--- src/hdl/byte_alu_pkg.sv ---
// constants, encodings and carrier types of the byte arithmetic unit
// assumes: one master on an ahb-lite bus, one clock, no imports anywhere
package byte_alu_pkg;

    localparam int unsigned DATA_W    = 8;
    localparam int unsigned BYTE_MSB  = 7;
    localparam int unsigned NIB_W     = 4;
    localparam int unsigned OP_W      = 5;
    localparam int unsigned FLAG_W    = 6;

    // register byte addresses, low byte of haddr
    localparam logic [7:0] REG_DEST    = 8'h00;
    localparam logic [7:0] REG_SRC     = 8'h04;
    localparam logic [7:0] REG_IMM     = 8'h08;
    localparam logic [7:0] REG_WORD_HI = 8'h0C;
    localparam logic [7:0] REG_FLAGS   = 8'h10;
    localparam logic [7:0] REG_CMD     = 8'h14;

    localparam int unsigned CMD_BUSY_BIT = 8;

    localparam logic [7:0] BYTE_ZERO     = 8'h00;
    localparam logic [7:0] BYTE_ONE      = 8'h01;
    localparam logic [7:0] BYTE_ALL_ONES = 8'hFF;

    localparam logic [1:0] TRANS_NONSEQ = 2'h2;
    localparam logic [1:0] TRANS_SEQ    = 2'h3;
    localparam logic [2:0] SIZE_WORD    = 3'h2;

    typedef enum logic [OP_W-1:0] {
        OP_SUM             = 5'h00,
        OP_SUM_CARRY       = 5'h01,
        OP_DIFF            = 5'h02,
        OP_DIFF_BORROW     = 5'h03,
        OP_DIFF_IMM        = 5'h04,
        OP_DIFF_IMM_BORROW = 5'h05,
        OP_WORD_ADD_IMM    = 5'h06,
        OP_WORD_MINUS_IMM  = 5'h07,
        OP_AND             = 5'h08,
        OP_AND_IMM         = 5'h09,
        OP_OR              = 5'h0A,
        OP_OR_IMM          = 5'h0B,
        OP_XOR             = 5'h0C,
        OP_COMPLEMENT      = 5'h0D,
        OP_TWOS_COMPLEMENT = 5'h0E,
        OP_MASK_SET        = 5'h0F,
        OP_MASK_CLEAR      = 5'h10,
        OP_PLUS_ONE        = 5'h11,
        OP_MINUS_ONE       = 5'h12
    } opcode_t;

    localparam logic [OP_W-1:0] OP_LAST = 5'h12;

    typedef enum logic [1:0] {
        PH_IDLE,
        PH_EXEC,
        PH_WORD_HI
    } phase_t;

    // status flags, bit 0 carry up to bit 5 half carry
    typedef struct packed {
        logic h;
        logic s;
        logic v;
        logic n;
        logic z;
        logic c;
    } flags_t;

    typedef struct packed {
        logic [7:0] res;
        logic       c;
        logic       h;
        logic       v;
    } alu_out_t;

endpackage

--- src/hdl/byte_arith_logic_unit.sv ---
// byte arithmetic and logic unit behind an ahb-lite register slave
// assumes: single-word transfers, hready from this slave only
//
// Added by the designer: the AHB-Lite register port and the register offsets.
`timescale 1ns/100ps
module byte_arith_logic_unit #(
    parameter int unsigned WORD_IMM_W = 6
) (
    input  wire logic        mclk,
    input  wire logic        rstn,
    input  wire logic        hsel,
    input  wire logic [31:0] haddr,
    input  wire logic [1:0]  htrans,
    input  wire logic        hwrite,
    input  wire logic [2:0]  hsize,
    input  wire logic [31:0] hwdata,
    input  wire logic        hready,
    output logic      [31:0] hrdata,
    output logic             hreadyout,
    output logic             hresp
);

    // whole state of the unit, registered in one place
    typedef struct packed {
        byte_alu_pkg::phase_t  phase;
        byte_alu_pkg::opcode_t op;
        logic [7:0]            dest;
        logic [7:0]            src;
        logic [7:0]            imm;
        logic [7:0]            wordHi;
        byte_alu_pkg::flags_t  flags;
        logic                  wCarry;
        logic                  wLowZero;
        logic                  wPend;
        logic [7:0]            wAddr;
        logic                  rPend;
        logic [7:0]            rAddr;
        logic [31:0]           rdata;
        logic                  ready;
        logic                  resp;
    } state_t;

    localparam state_t RESET_STATE = '{
        phase:    byte_alu_pkg::PH_IDLE,
        op:       byte_alu_pkg::OP_SUM,
        dest:     byte_alu_pkg::BYTE_ZERO,
        src:      byte_alu_pkg::BYTE_ZERO,
        imm:      byte_alu_pkg::BYTE_ZERO,
        wordHi:   byte_alu_pkg::BYTE_ZERO,
        flags:    6'h00,
        wCarry:   1'b0,
        wLowZero: 1'b0,
        wPend:    1'b0,
        wAddr:    byte_alu_pkg::BYTE_ZERO,
        rPend:    1'b0,
        rAddr:    byte_alu_pkg::BYTE_ZERO,
        rdata:    32'h0000_0000,
        ready:    1'b1,
        resp:     1'b0
    };

    state_t s_q;
    state_t s_d;

    ////////////////////////////////////////////////////////////////////////
    // helpers

    // add or subtract with carry in; carry, half carry and overflow out
    function automatic byte_alu_pkg::alu_out_t arith8(
        input logic [7:0] a,
        input logic [7:0] b,
        input logic       cin,
        input logic       sub
    );
        logic [4:0] lo;
        logic [8:0] full;
        byte_alu_pkg::alu_out_t o;
        if (sub) begin
            lo   = {1'b0, a[3:0]} - {1'b0, b[3:0]} - {4'h0, cin};
            full = {1'b0, a} - {1'b0, b} - {8'h00, cin};
        end else begin
            lo   = {1'b0, a[3:0]} + {1'b0, b[3:0]} + {4'h0, cin};
            full = {1'b0, a} + {1'b0, b} + {8'h00, cin};
        end
        o.res = full[byte_alu_pkg::BYTE_MSB:0];
        o.c   = full[byte_alu_pkg::DATA_W];
        o.h   = lo[byte_alu_pkg::NIB_W];
        if (sub) begin
            o.v = (a[byte_alu_pkg::BYTE_MSB] != b[byte_alu_pkg::BYTE_MSB])
                && (o.res[byte_alu_pkg::BYTE_MSB]
                    != a[byte_alu_pkg::BYTE_MSB]);
        end else begin
            o.v = (a[byte_alu_pkg::BYTE_MSB] == b[byte_alu_pkg::BYTE_MSB])
                && (o.res[byte_alu_pkg::BYTE_MSB]
                    != a[byte_alu_pkg::BYTE_MSB]);
        end
        return o;
    endfunction

    // zero, negative and sign from a result byte and its overflow
    function automatic byte_alu_pkg::flags_t znvs(
        input byte_alu_pkg::flags_t f,
        input logic [7:0]           r,
        input logic                 v
    );
        byte_alu_pkg::flags_t o;
        o   = f;
        o.z = (r == byte_alu_pkg::BYTE_ZERO);
        o.n = r[byte_alu_pkg::BYTE_MSB];
        o.v = v;
        o.s = o.n ^ v;
        return o;
    endfunction

    // borrow forms also take the carry flag in
    function automatic logic takesBorrow(
        input byte_alu_pkg::opcode_t op
    );
        return op == byte_alu_pkg::OP_DIFF_BORROW
            || op == byte_alu_pkg::OP_DIFF_IMM_BORROW;
    endfunction

    // immediate forms read the constant instead of the source
    function automatic logic takesImm(
        input byte_alu_pkg::opcode_t op
    );
        return op == byte_alu_pkg::OP_DIFF_IMM
            || op == byte_alu_pkg::OP_DIFF_IMM_BORROW;
    endfunction

    // one register as a word, zero outside the map
    function automatic logic [31:0] readMux(
        input state_t     s,
        input logic [7:0] a
    );
        logic [31:0] d;
        d = 32'h0000_0000;
        unique case (a)
            byte_alu_pkg::REG_DEST:    d[7:0] = s.dest;
            byte_alu_pkg::REG_SRC:     d[7:0] = s.src;
            byte_alu_pkg::REG_IMM:     d[7:0] = s.imm;
            byte_alu_pkg::REG_WORD_HI: d[7:0] = s.wordHi;
            byte_alu_pkg::REG_FLAGS:
                d[byte_alu_pkg::FLAG_W-1:0] = s.flags;
            byte_alu_pkg::REG_CMD: begin
                d[byte_alu_pkg::OP_W-1:0] = s.op;
                d[byte_alu_pkg::CMD_BUSY_BIT] =
                    (s.phase != byte_alu_pkg::PH_IDLE);
            end
            default: d = 32'h0000_0000;
        endcase
        return d;
    endfunction

    ////////////////////////////////////////////////////////////////////////
    // next state

    logic                   addrPhase;
    logic                   busy;
    logic [7:0]             wByte;
    logic [7:0]             wordImm;
    byte_alu_pkg::alu_out_t ar;
    byte_alu_pkg::flags_t   f;

    always_comb begin
        s_d     = s_q;
        busy    = (s_q.phase != byte_alu_pkg::PH_IDLE);
        wByte   = hwdata[7:0];
        wordImm = s_q.imm & 8'((1 << WORD_IMM_W) - 1);
        ar      = arith8(s_q.dest, s_q.src, 1'b0, 1'b0);
        f       = s_q.flags;
        addrPhase = hsel && hready
            && (htrans == byte_alu_pkg::TRANS_NONSEQ
                || htrans == byte_alu_pkg::TRANS_SEQ)
            && hsize == byte_alu_pkg::SIZE_WORD;

        // bus: address phase capture
        s_d.wPend = 1'b0;
        if (addrPhase && hwrite) begin
            s_d.wPend = 1'b1;
            s_d.wAddr = haddr[7:0];
        end

        // bus: reads wait one cycle so earlier writes are visible
        s_d.rPend = 1'b0;
        s_d.ready = 1'b1;
        if (addrPhase && !hwrite) begin
            s_d.rPend = 1'b1;
            s_d.rAddr = haddr[7:0];
            s_d.ready = 1'b0;
        end
        if (s_q.rPend) begin
            s_d.rdata = readMux(s_q, s_q.rAddr);
        end

        // execution
        unique case (s_q.phase)
            byte_alu_pkg::PH_IDLE: begin
                // waits for a command write
            end
            byte_alu_pkg::PH_EXEC: begin
                s_d.phase = byte_alu_pkg::PH_IDLE;
                unique case (s_q.op)
                    byte_alu_pkg::OP_SUM, byte_alu_pkg::OP_SUM_CARRY: begin
                        ar = arith8(s_q.dest, s_q.src,
                            (s_q.op == byte_alu_pkg::OP_SUM_CARRY)
                            && s_q.flags.c, 1'b0);
                        f   = znvs(s_q.flags, ar.res, ar.v);
                        f.c = ar.c;
                        f.h = ar.h;
                    end
                    byte_alu_pkg::OP_DIFF, byte_alu_pkg::OP_DIFF_BORROW,
                    byte_alu_pkg::OP_DIFF_IMM,
                    byte_alu_pkg::OP_DIFF_IMM_BORROW: begin
                        ar = arith8(s_q.dest,
                            takesImm(s_q.op) ? s_q.imm : s_q.src,
                            takesBorrow(s_q.op) && s_q.flags.c,
                            1'b1);
                        f   = znvs(s_q.flags, ar.res, ar.v);
                        f.c = ar.c;
                        f.h = ar.h;
                        // borrow forms only keep or clear zero
                        if (takesBorrow(s_q.op)) begin
                            f.z = f.z && s_q.flags.z;
                        end
                    end
                    byte_alu_pkg::OP_WORD_ADD_IMM,
                    byte_alu_pkg::OP_WORD_MINUS_IMM: begin
                        ar = arith8(s_q.dest, wordImm, 1'b0,
                            s_q.op == byte_alu_pkg::OP_WORD_MINUS_IMM);
                        s_d.wCarry   = ar.c;
                        s_d.wLowZero = (ar.res == byte_alu_pkg::BYTE_ZERO);
                        s_d.phase    = byte_alu_pkg::PH_WORD_HI;
                    end
                    byte_alu_pkg::OP_AND, byte_alu_pkg::OP_AND_IMM: begin
                        ar.res = s_q.dest & ((s_q.op == byte_alu_pkg::OP_AND)
                            ? s_q.src : s_q.imm);
                        f = znvs(s_q.flags, ar.res, 1'b0);
                    end
                    byte_alu_pkg::OP_OR, byte_alu_pkg::OP_OR_IMM,
                    byte_alu_pkg::OP_MASK_SET: begin
                        ar.res = s_q.dest | ((s_q.op == byte_alu_pkg::OP_OR)
                            ? s_q.src : s_q.imm);
                        f = znvs(s_q.flags, ar.res, 1'b0);
                    end
                    byte_alu_pkg::OP_XOR: begin
                        ar.res = s_q.dest ^ s_q.src;
                        f = znvs(s_q.flags, ar.res, 1'b0);
                    end
                    byte_alu_pkg::OP_MASK_CLEAR: begin
                        ar.res = s_q.dest
                            & (byte_alu_pkg::BYTE_ALL_ONES - s_q.imm);
                        f = znvs(s_q.flags, ar.res, 1'b0);
                    end
                    byte_alu_pkg::OP_COMPLEMENT: begin
                        ar.res = byte_alu_pkg::BYTE_ALL_ONES - s_q.dest;
                        f   = znvs(s_q.flags, ar.res, 1'b0);
                        f.c = 1'b1;
                    end
                    byte_alu_pkg::OP_TWOS_COMPLEMENT: begin
                        ar = arith8(byte_alu_pkg::BYTE_ZERO, s_q.dest,
                            1'b0, 1'b1);
                        f   = znvs(s_q.flags, ar.res, ar.v);
                        f.c = ar.c;
                        f.h = ar.h;
                    end
                    byte_alu_pkg::OP_PLUS_ONE,
                    byte_alu_pkg::OP_MINUS_ONE: begin
                        ar = arith8(s_q.dest, byte_alu_pkg::BYTE_ONE, 1'b0,
                            s_q.op == byte_alu_pkg::OP_MINUS_ONE);
                        f = znvs(s_q.flags, ar.res, ar.v);
                    end
                endcase
                s_d.dest  = ar.res;
                s_d.flags = f;
            end
            byte_alu_pkg::PH_WORD_HI: begin
                // second cycle: high byte takes the low byte's carry
                ar = arith8(s_q.wordHi, byte_alu_pkg::BYTE_ZERO, s_q.wCarry,
                    s_q.op == byte_alu_pkg::OP_WORD_MINUS_IMM);
                f     = znvs(s_q.flags, ar.res, ar.v);
                f.z   = f.z && s_q.wLowZero;
                f.c   = ar.c;
                s_d.wordHi = ar.res;
                s_d.flags  = f;
                s_d.phase  = byte_alu_pkg::PH_IDLE;
            end
            default: s_d.phase = byte_alu_pkg::PH_IDLE;
        endcase

        // bus: write data phase, ignored while an operation runs
        if (s_q.wPend && !busy) begin
            unique case (s_q.wAddr)
                byte_alu_pkg::REG_DEST:    s_d.dest   = wByte;
                byte_alu_pkg::REG_SRC:     s_d.src    = wByte;
                byte_alu_pkg::REG_IMM:     s_d.imm    = wByte;
                byte_alu_pkg::REG_WORD_HI: s_d.wordHi = wByte;
                byte_alu_pkg::REG_FLAGS:
                    s_d.flags = hwdata[byte_alu_pkg::FLAG_W-1:0];
                byte_alu_pkg::REG_CMD: begin
                    if (hwdata[byte_alu_pkg::OP_W-1:0]
                        <= byte_alu_pkg::OP_LAST) begin
                        s_d.op = byte_alu_pkg::opcode_t'(
                            hwdata[byte_alu_pkg::OP_W-1:0]);
                        s_d.phase = byte_alu_pkg::PH_EXEC;
                    end
                end
                default: begin
                end
            endcase
        end

        s_d.resp = 1'b0;
    end

    ////////////////////////////////////////////////////////////////////////
    // state register

    always_ff @(posedge mclk or negedge rstn) begin
        if (!rstn) begin
            s_q <= RESET_STATE;
        end else begin
            s_q <= s_d;
        end
    end

    // outputs taken straight from the state flip-flops
    assign hrdata    = s_q.rdata;
    assign hreadyout = s_q.ready;
    assign hresp     = s_q.resp;

endmodule

--- config.mk ---
export PLATFORM = sky130hd
export DESIGN_NAME = byte_arith_logic_unit
export DESIGN_NICKNAME = d
export VERILOG_FILES = /design/src/hdl/byte_alu_pkg.sv /design/src/hdl/byte_arith_logic_unit.sv
export SDC_FILE = /design/constraint.sdc
export NUM_CORES = 1
export LEC_CHECK = 0
export ABC_AREA = 1
export ABC_CLOCK_PERIOD_IN_PS = 7900
export BUFFER_PORTS_ARGS = -buffer_cell sky130_fd_sc_hd__buf_4
export CAP_MARGIN = 20
export CORE_UTILIZATION = 40
export DETAILED_ROUTE_END_ITERATION = 7
export GPL_TIMING_DRIVEN = 0
export PLACE_DENSITY = 0.62
export SLEW_MARGIN = 20
export SYNTH_ARGS = -nofsm -noshare
export SYNTH_HDL_FRONTEND = slang
export SYNTH_SLANG_ARGS = --single-unit
--- constraint.sdc ---
create_clock -name mclk -period 7.9 [get_ports mclk]
set_input_delay 1.185 -clock mclk [delete_from_list [all_inputs] [get_ports mclk]]
set_output_delay 1.185 -clock mclk [all_outputs]
set_load 0.05 [all_outputs]
Yosys cells after proc, flatten, opt, wreduce, memory -nomap -nowiden --
Index checks and enable logic that the tools add are counted.
Word-level totals: register bits after elaboration 75, bits in latches 0, memory bits (writable) 0, memory bits (read-only) 0, input port bits 74, output and inout port bits 34, memories kept 0
Cells by class: $add $sub $neg 18, multipliers 0, divide/modulo/power cells 0, magnitude comparators 1, equality and inequality tests 39, shift-type cells 0, mux-type cells 51, bitwise operators 11, reduce and logical (&&, ||, !) cells 48
Operator list (count):
- two-way mux 9 bit | 13
- logical NOT 8 bit | 13
- two-way mux 8 bit | 12
- one-hot mux 8 bit (10 select lines) | 1
- one-hot mux 6 bit (9 select lines) | 1
- two-way mux 45 bit | 1
- == test 5 x 4 -> 1 bit (second input constant) | 8
- == test 8 x 4 -> 1 bit (second input constant) | 4
- == test 8 x 5 -> 1 bit (second input constant) | 4
- one-hot mux 5 bit (6 select lines) | 1
- == test 5 x 3 -> 1 bit (second input constant) | 4
- logical AND 1 bit | 17
- AND 8 bit | 2
- == test 8 x 3 -> 1 bit (second input constant) | 2
- subtractor 8 bit (first input constant) | 2
- == test 5 bit (second input constant) | 3
- two-way mux 1 bit | 14
- two-way mux 7 bit | 2
- one-hot mux 6 bit (2 select lines) | 1
- == test 5 x 2 -> 1 bit (second input constant) | 2
- adder 8 x 1 -> 9 bit | 1
- adder 8 x 6 -> 9 bit | 1
- adder 8 x 8 -> 9 bit | 1
- adder 9 x 1 -> 9 bit | 1
- 38 further kinds | 57

Depth between registers and ports, before layout --
depth in word-level cells 16, depth in mapped cells 26, gate-level depth less buffers 25

Worst setup path before layout --
Ideal clock, no wire load.
path type flip-flop to flip-flop, start reg s_q[94] in the netlist's numbering, end reg s_q[55] in the netlist's numbering, library setup time 0.073 ns, arrival 3.226 ns, data required time 7.827 ns, path slack 4.601 ns, stages on the path, launching flop included 26, period minus slack after synthesis 3.299 ns, path through dfrtp_1 buf_4 inv_4 nand2_2 nor2_4 inv_1 nor2_2 ha_1 nand2_1 nand2_1 nand2_1 nand3_1 a21oi_1 o21bai_1 fa_1 inv_1 nand2_1 nor3_1 nand2_1 nor2_1 nand2_1 nand4_1 o21bai_1 nand2_1 nand2_1 a21oi_2
RTL lines:
- start: declaration | RTL line byte_arith_logic_unit.sv:62 | state_t s_q;
- start signal: assignment | RTL line byte_arith_logic_unit.sv:321 | s_q <= RESET_STATE;
- start signal: assignment | RTL line byte_arith_logic_unit.sv:323 | s_q <= s_d;

==> results.sh <==
export IMPL_synthTopCellsByArea="dfrtp_1 (24%), nand2_1 (13%), ha_1 (9.0%)"
export IMPL_seq_power_share=0.238
export IMPL_reg2reg_depth=23
export IMPL_drive_gt1_frac=0.122
export IMPL_max_freq_mhz=250
export IMPL_cts_tree="yes"
export IMPL_ys_seq_area_frac=0.247
export IMPL_synth_area_um2=7610
export IMPL_p_sw_mw=1.31
export IMPL_whs_path_depth=2
export IMPL_final_cell_mix="nand2_1 (265), inv_1 (136), nor2_1 (97)"
export IMPL_rows=50
export IMPL_hold_path_class="reg2reg"
export IMPL_skew_ps=7.90
export IMPL_drv_slew=0
export IMPL_htreeDepth=3
export IMPL_clock_latency_ps=340
export IMPL_cts_sinks=75
export IMPL_end_kind="flip-flop"
export IMPL_vdd_drop_max_v=0.000162
export IMPL_grt_pass1_wl_mm=43.9
export IMPL_r2r_setup_slack_ps=3910
export IMPL_cp_max_fo=9
export IMPL_pwr_share_comb=0.603
export IMPL_p_sw_frac=0.532
export IMPL_ys_warn_count=0
export IMPL_first_global_vias=7481
export IMPL_overflow=0
export IMPL_dp_slack_ps=3870
export IMPL_cts_buffers=9
export IMPL_start_util=0.408
export IMPL_synth_top_area_frac=0.243
export IMPL_holdPathEnd="s_q[44]"
export IMPL_wl_per_cell_um=20.3
export IMPL_hp_start="s_q[44]"
export IMPL_fp_coreArea_um2=18600
export IMPL_drv_cap=0
export IMPL_reg2reg_from="s_q[95]"
export IMPL_post_cts_buffers=0
export IMPL_synth_flop_cell="dfrtp_1"
export IMPL_synth_area_leader_cell="dfrtp_1"
export IMPL_nNetsFinal=1333
export IMPL_holdBufCountCts=0
export IMPL_clock_root_buffer="clkbuf_16"
export IMPL_diodes=0
export IMPL_pwr_share_clk=0.159
export IMPL_cp_data_required_time_ps=8130
export IMPL_rsz0062_at_grt="no"
export IMPL_power_density_nw_per_um2=290
export IMPL_drc_errors=0
export IMPL_fin_crit_ps=3990
export IMPL_ios=108
export IMPL_die_h_um=140
export IMPL_synth_edff_count=0
export IMPL_gp_congestion=1.01
export IMPL_dr_first_iter_drc_count=661
export IMPL_p_int_mw=1.16
export IMPL_path_cells="buf_4 > inv_4 > nand2_2 > nor2_4 > inv_1 > nor2_2 > ha_1 > nand2_1 > nand2_1 > nand2_1 > nand3_1 > a21oi_1 > o21bai_1 > fa_1 > inv_1 > nand3_1 > a21oi_1 > a21oi_1 > nand2_1 > nor2_1 > o21ai_1 > nand2_1 > a21oi_1"
export IMPL_dieArea_um2=19600
export IMPL_ys_async_sr_fraction=1.00
export IMPL_nFillCells=2011
export IMPL_worst_slew_pin_slew_ps=969
export IMPL_fin_crit_sh=0.505
export IMPL_leakagePower_nw=4.39
export IMPL_start_kind="flip-flop"
export IMPL_slew_headroom=0.354
export IMPL_final_common_cell="nand2_1"
export IMPL_ys_ff_latch=75
export IMPL_setup_viol=0
export IMPL_syn_area_per_cell_um2=6.74
export IMPL_antenna_found_initial=0
export IMPL_grt_start_max_net_pins=76
export IMPL_fp_dieW_um=140
export IMPL_ctsLongestPathBuffers=2
export IMPL_crit_path_max_incr_delay_ps=510
export IMPL_num_vias=8126
export IMPL_ctsResizeCount=0
export IMPL_clk_pin_slew_ps=60
export IMPL_crit_slowest_cell="fa_1"
export IMPL_wl_mm=29.1
export IMPL_fin_setup_tns_ps=0
export IMPL_cp_common_cell="nand2_1"
export IMPL_path_buf_inv=4
export IMPL_worstPathArrival_ps=4220
export IMPL_syn_inst=1128
export IMPL_r2r_end="s_q[57]"
export IMPL_critPathKind="reg2reg"
export IMPL_track_usage=0.301
export IMPL_dpl_hpwl_mm=23.0
export IMPL_numPortBuffers=34
export IMPL_crit_family="simple AND/OR/NAND/NOR gates"
export IMPL_via_per_inst=5.66
export IMPL_detail_route_antenna_nets=0
export IMPL_fin_ws_ps=3910
export IMPL_drtPass1Iterations=6
export IMPL_finalHoldViolCount=0
export IMPL_syn_to_final_growth_pct=12.0
export IMPL_ys_types=54
export IMPL_status="finished clean"
## cells in the mapped netlist, types with 6 or more instances
cell	count
inv_1	136
a22oi_1	10
fa_1	8
nand2_1	265
o211ai_1	10
o21ai_1	13
o22ai_1	20
clkinv_1	6
nor3_1	15
nand3_2	6
ha_1	55
xor2_1	16
o21ai_0	71
clkbuf_1	11
dfrtp_1	74
xnor2_1	7
nand2_2	6
a21oi_1	63
nand3b_1	6
a31oi_1	12
nor2_1	97
buf_4	38
nand3_1	71
nand4_1	29
inv_2	14
## cell families (layout without fill, tap and decap cells)
group,count (synthesis),after routing,synth area share
flops,75,75,0.247
fa+ha+maj,63,63,0.112
buf+inv,215,265,0.129
compound gates,228,228,0.174
other cells,1,24,0.000493
xor+xnor,23,23,0.0265
simple gates,523,523,0.312
## per-stage QoR
stage	instances	power (mW)	utilization	hold WS, ps	area (µm²)
after CTS	1435	2.44	0.457	475	8520
after detailed placement	1419	2.04	0.442	460	8240
final	1435	2.47	0.457	471	8520
after global routing	1435	2.65	0.457	483	8520
after floorplan	1151	1.57	-	443	7690
after global placement	1419	2.03	0.442	455	8240
## worst reg2reg max path, delay by kind of cell, from the launching register on
kind	cells	cell delay [ps]
flops	1	360
simple gates	11	1400
buf+inv	4	430
compound gates	6	780
fa+ha+maj	2	920
## sequential cells by signal (all words and copies together), names as in the netlist
register and flops:
hrdata 9, hreadyout 1, s_q 65
## area by class of cell
| cell class | instances | area (µm²) | share of cell area |
|---|---|---|---|
| plain buffers | 56 | 374 | 0.0439 |
| clock buffers | 11 | 243 | 0.0285 |
| clock inverters | 5 | 37.5 | 0.00440 |
| inverters | 159 | 604 | 0.0709 |
| multi-input cells | 861 | 4840 | 0.568 |
| flip-flops and latches | 75 | 1880 | 0.220 |
| well taps | 234 | 293 | 0.0344 |
| repair buffers | 34 | 255 | 0.0300 |
## power groups by stage
stage	registers (mW)	logic, mW	clock network [mW]
3_5_place_dp	0.589	1.45	0
6_report	0.587	1.49	0.393
2_1_floorplan	0.506	1.06	0
4_1_cts	0.582	1.46	0.395
3_3_place_gp	0.591	1.44	0
5_1_grt	0.587	1.66	0.406
## worst max path at each step
stage,to,slack [ps],cells after the start,from
finish,s_q[57],3910,23,s_q[95]
global route,s_q[57],3550,23,s_q[94]
floorplan,s_q[55],4600,25,s_q[94]
CTS,s_q[57],3850,23,s_q[95]
global placement,s_q[57],3880,23,s_q[95]
detailed placement,s_q[57],3870,23,s_q[95]
## per-layer routing
layer | global-route usage | routed length, µm | vias up
li1 | - | - | 3858
met2 | 0.494 | 13300 | 392
met1 | 0.404 | 12300 | 3808
met4 | 0.112 | 1120 | 0
met5 | 0 | 0 | -
met3 | 0.0369 | 2390 | 68
Note: power is estimated with default switching activity, not from simulation.
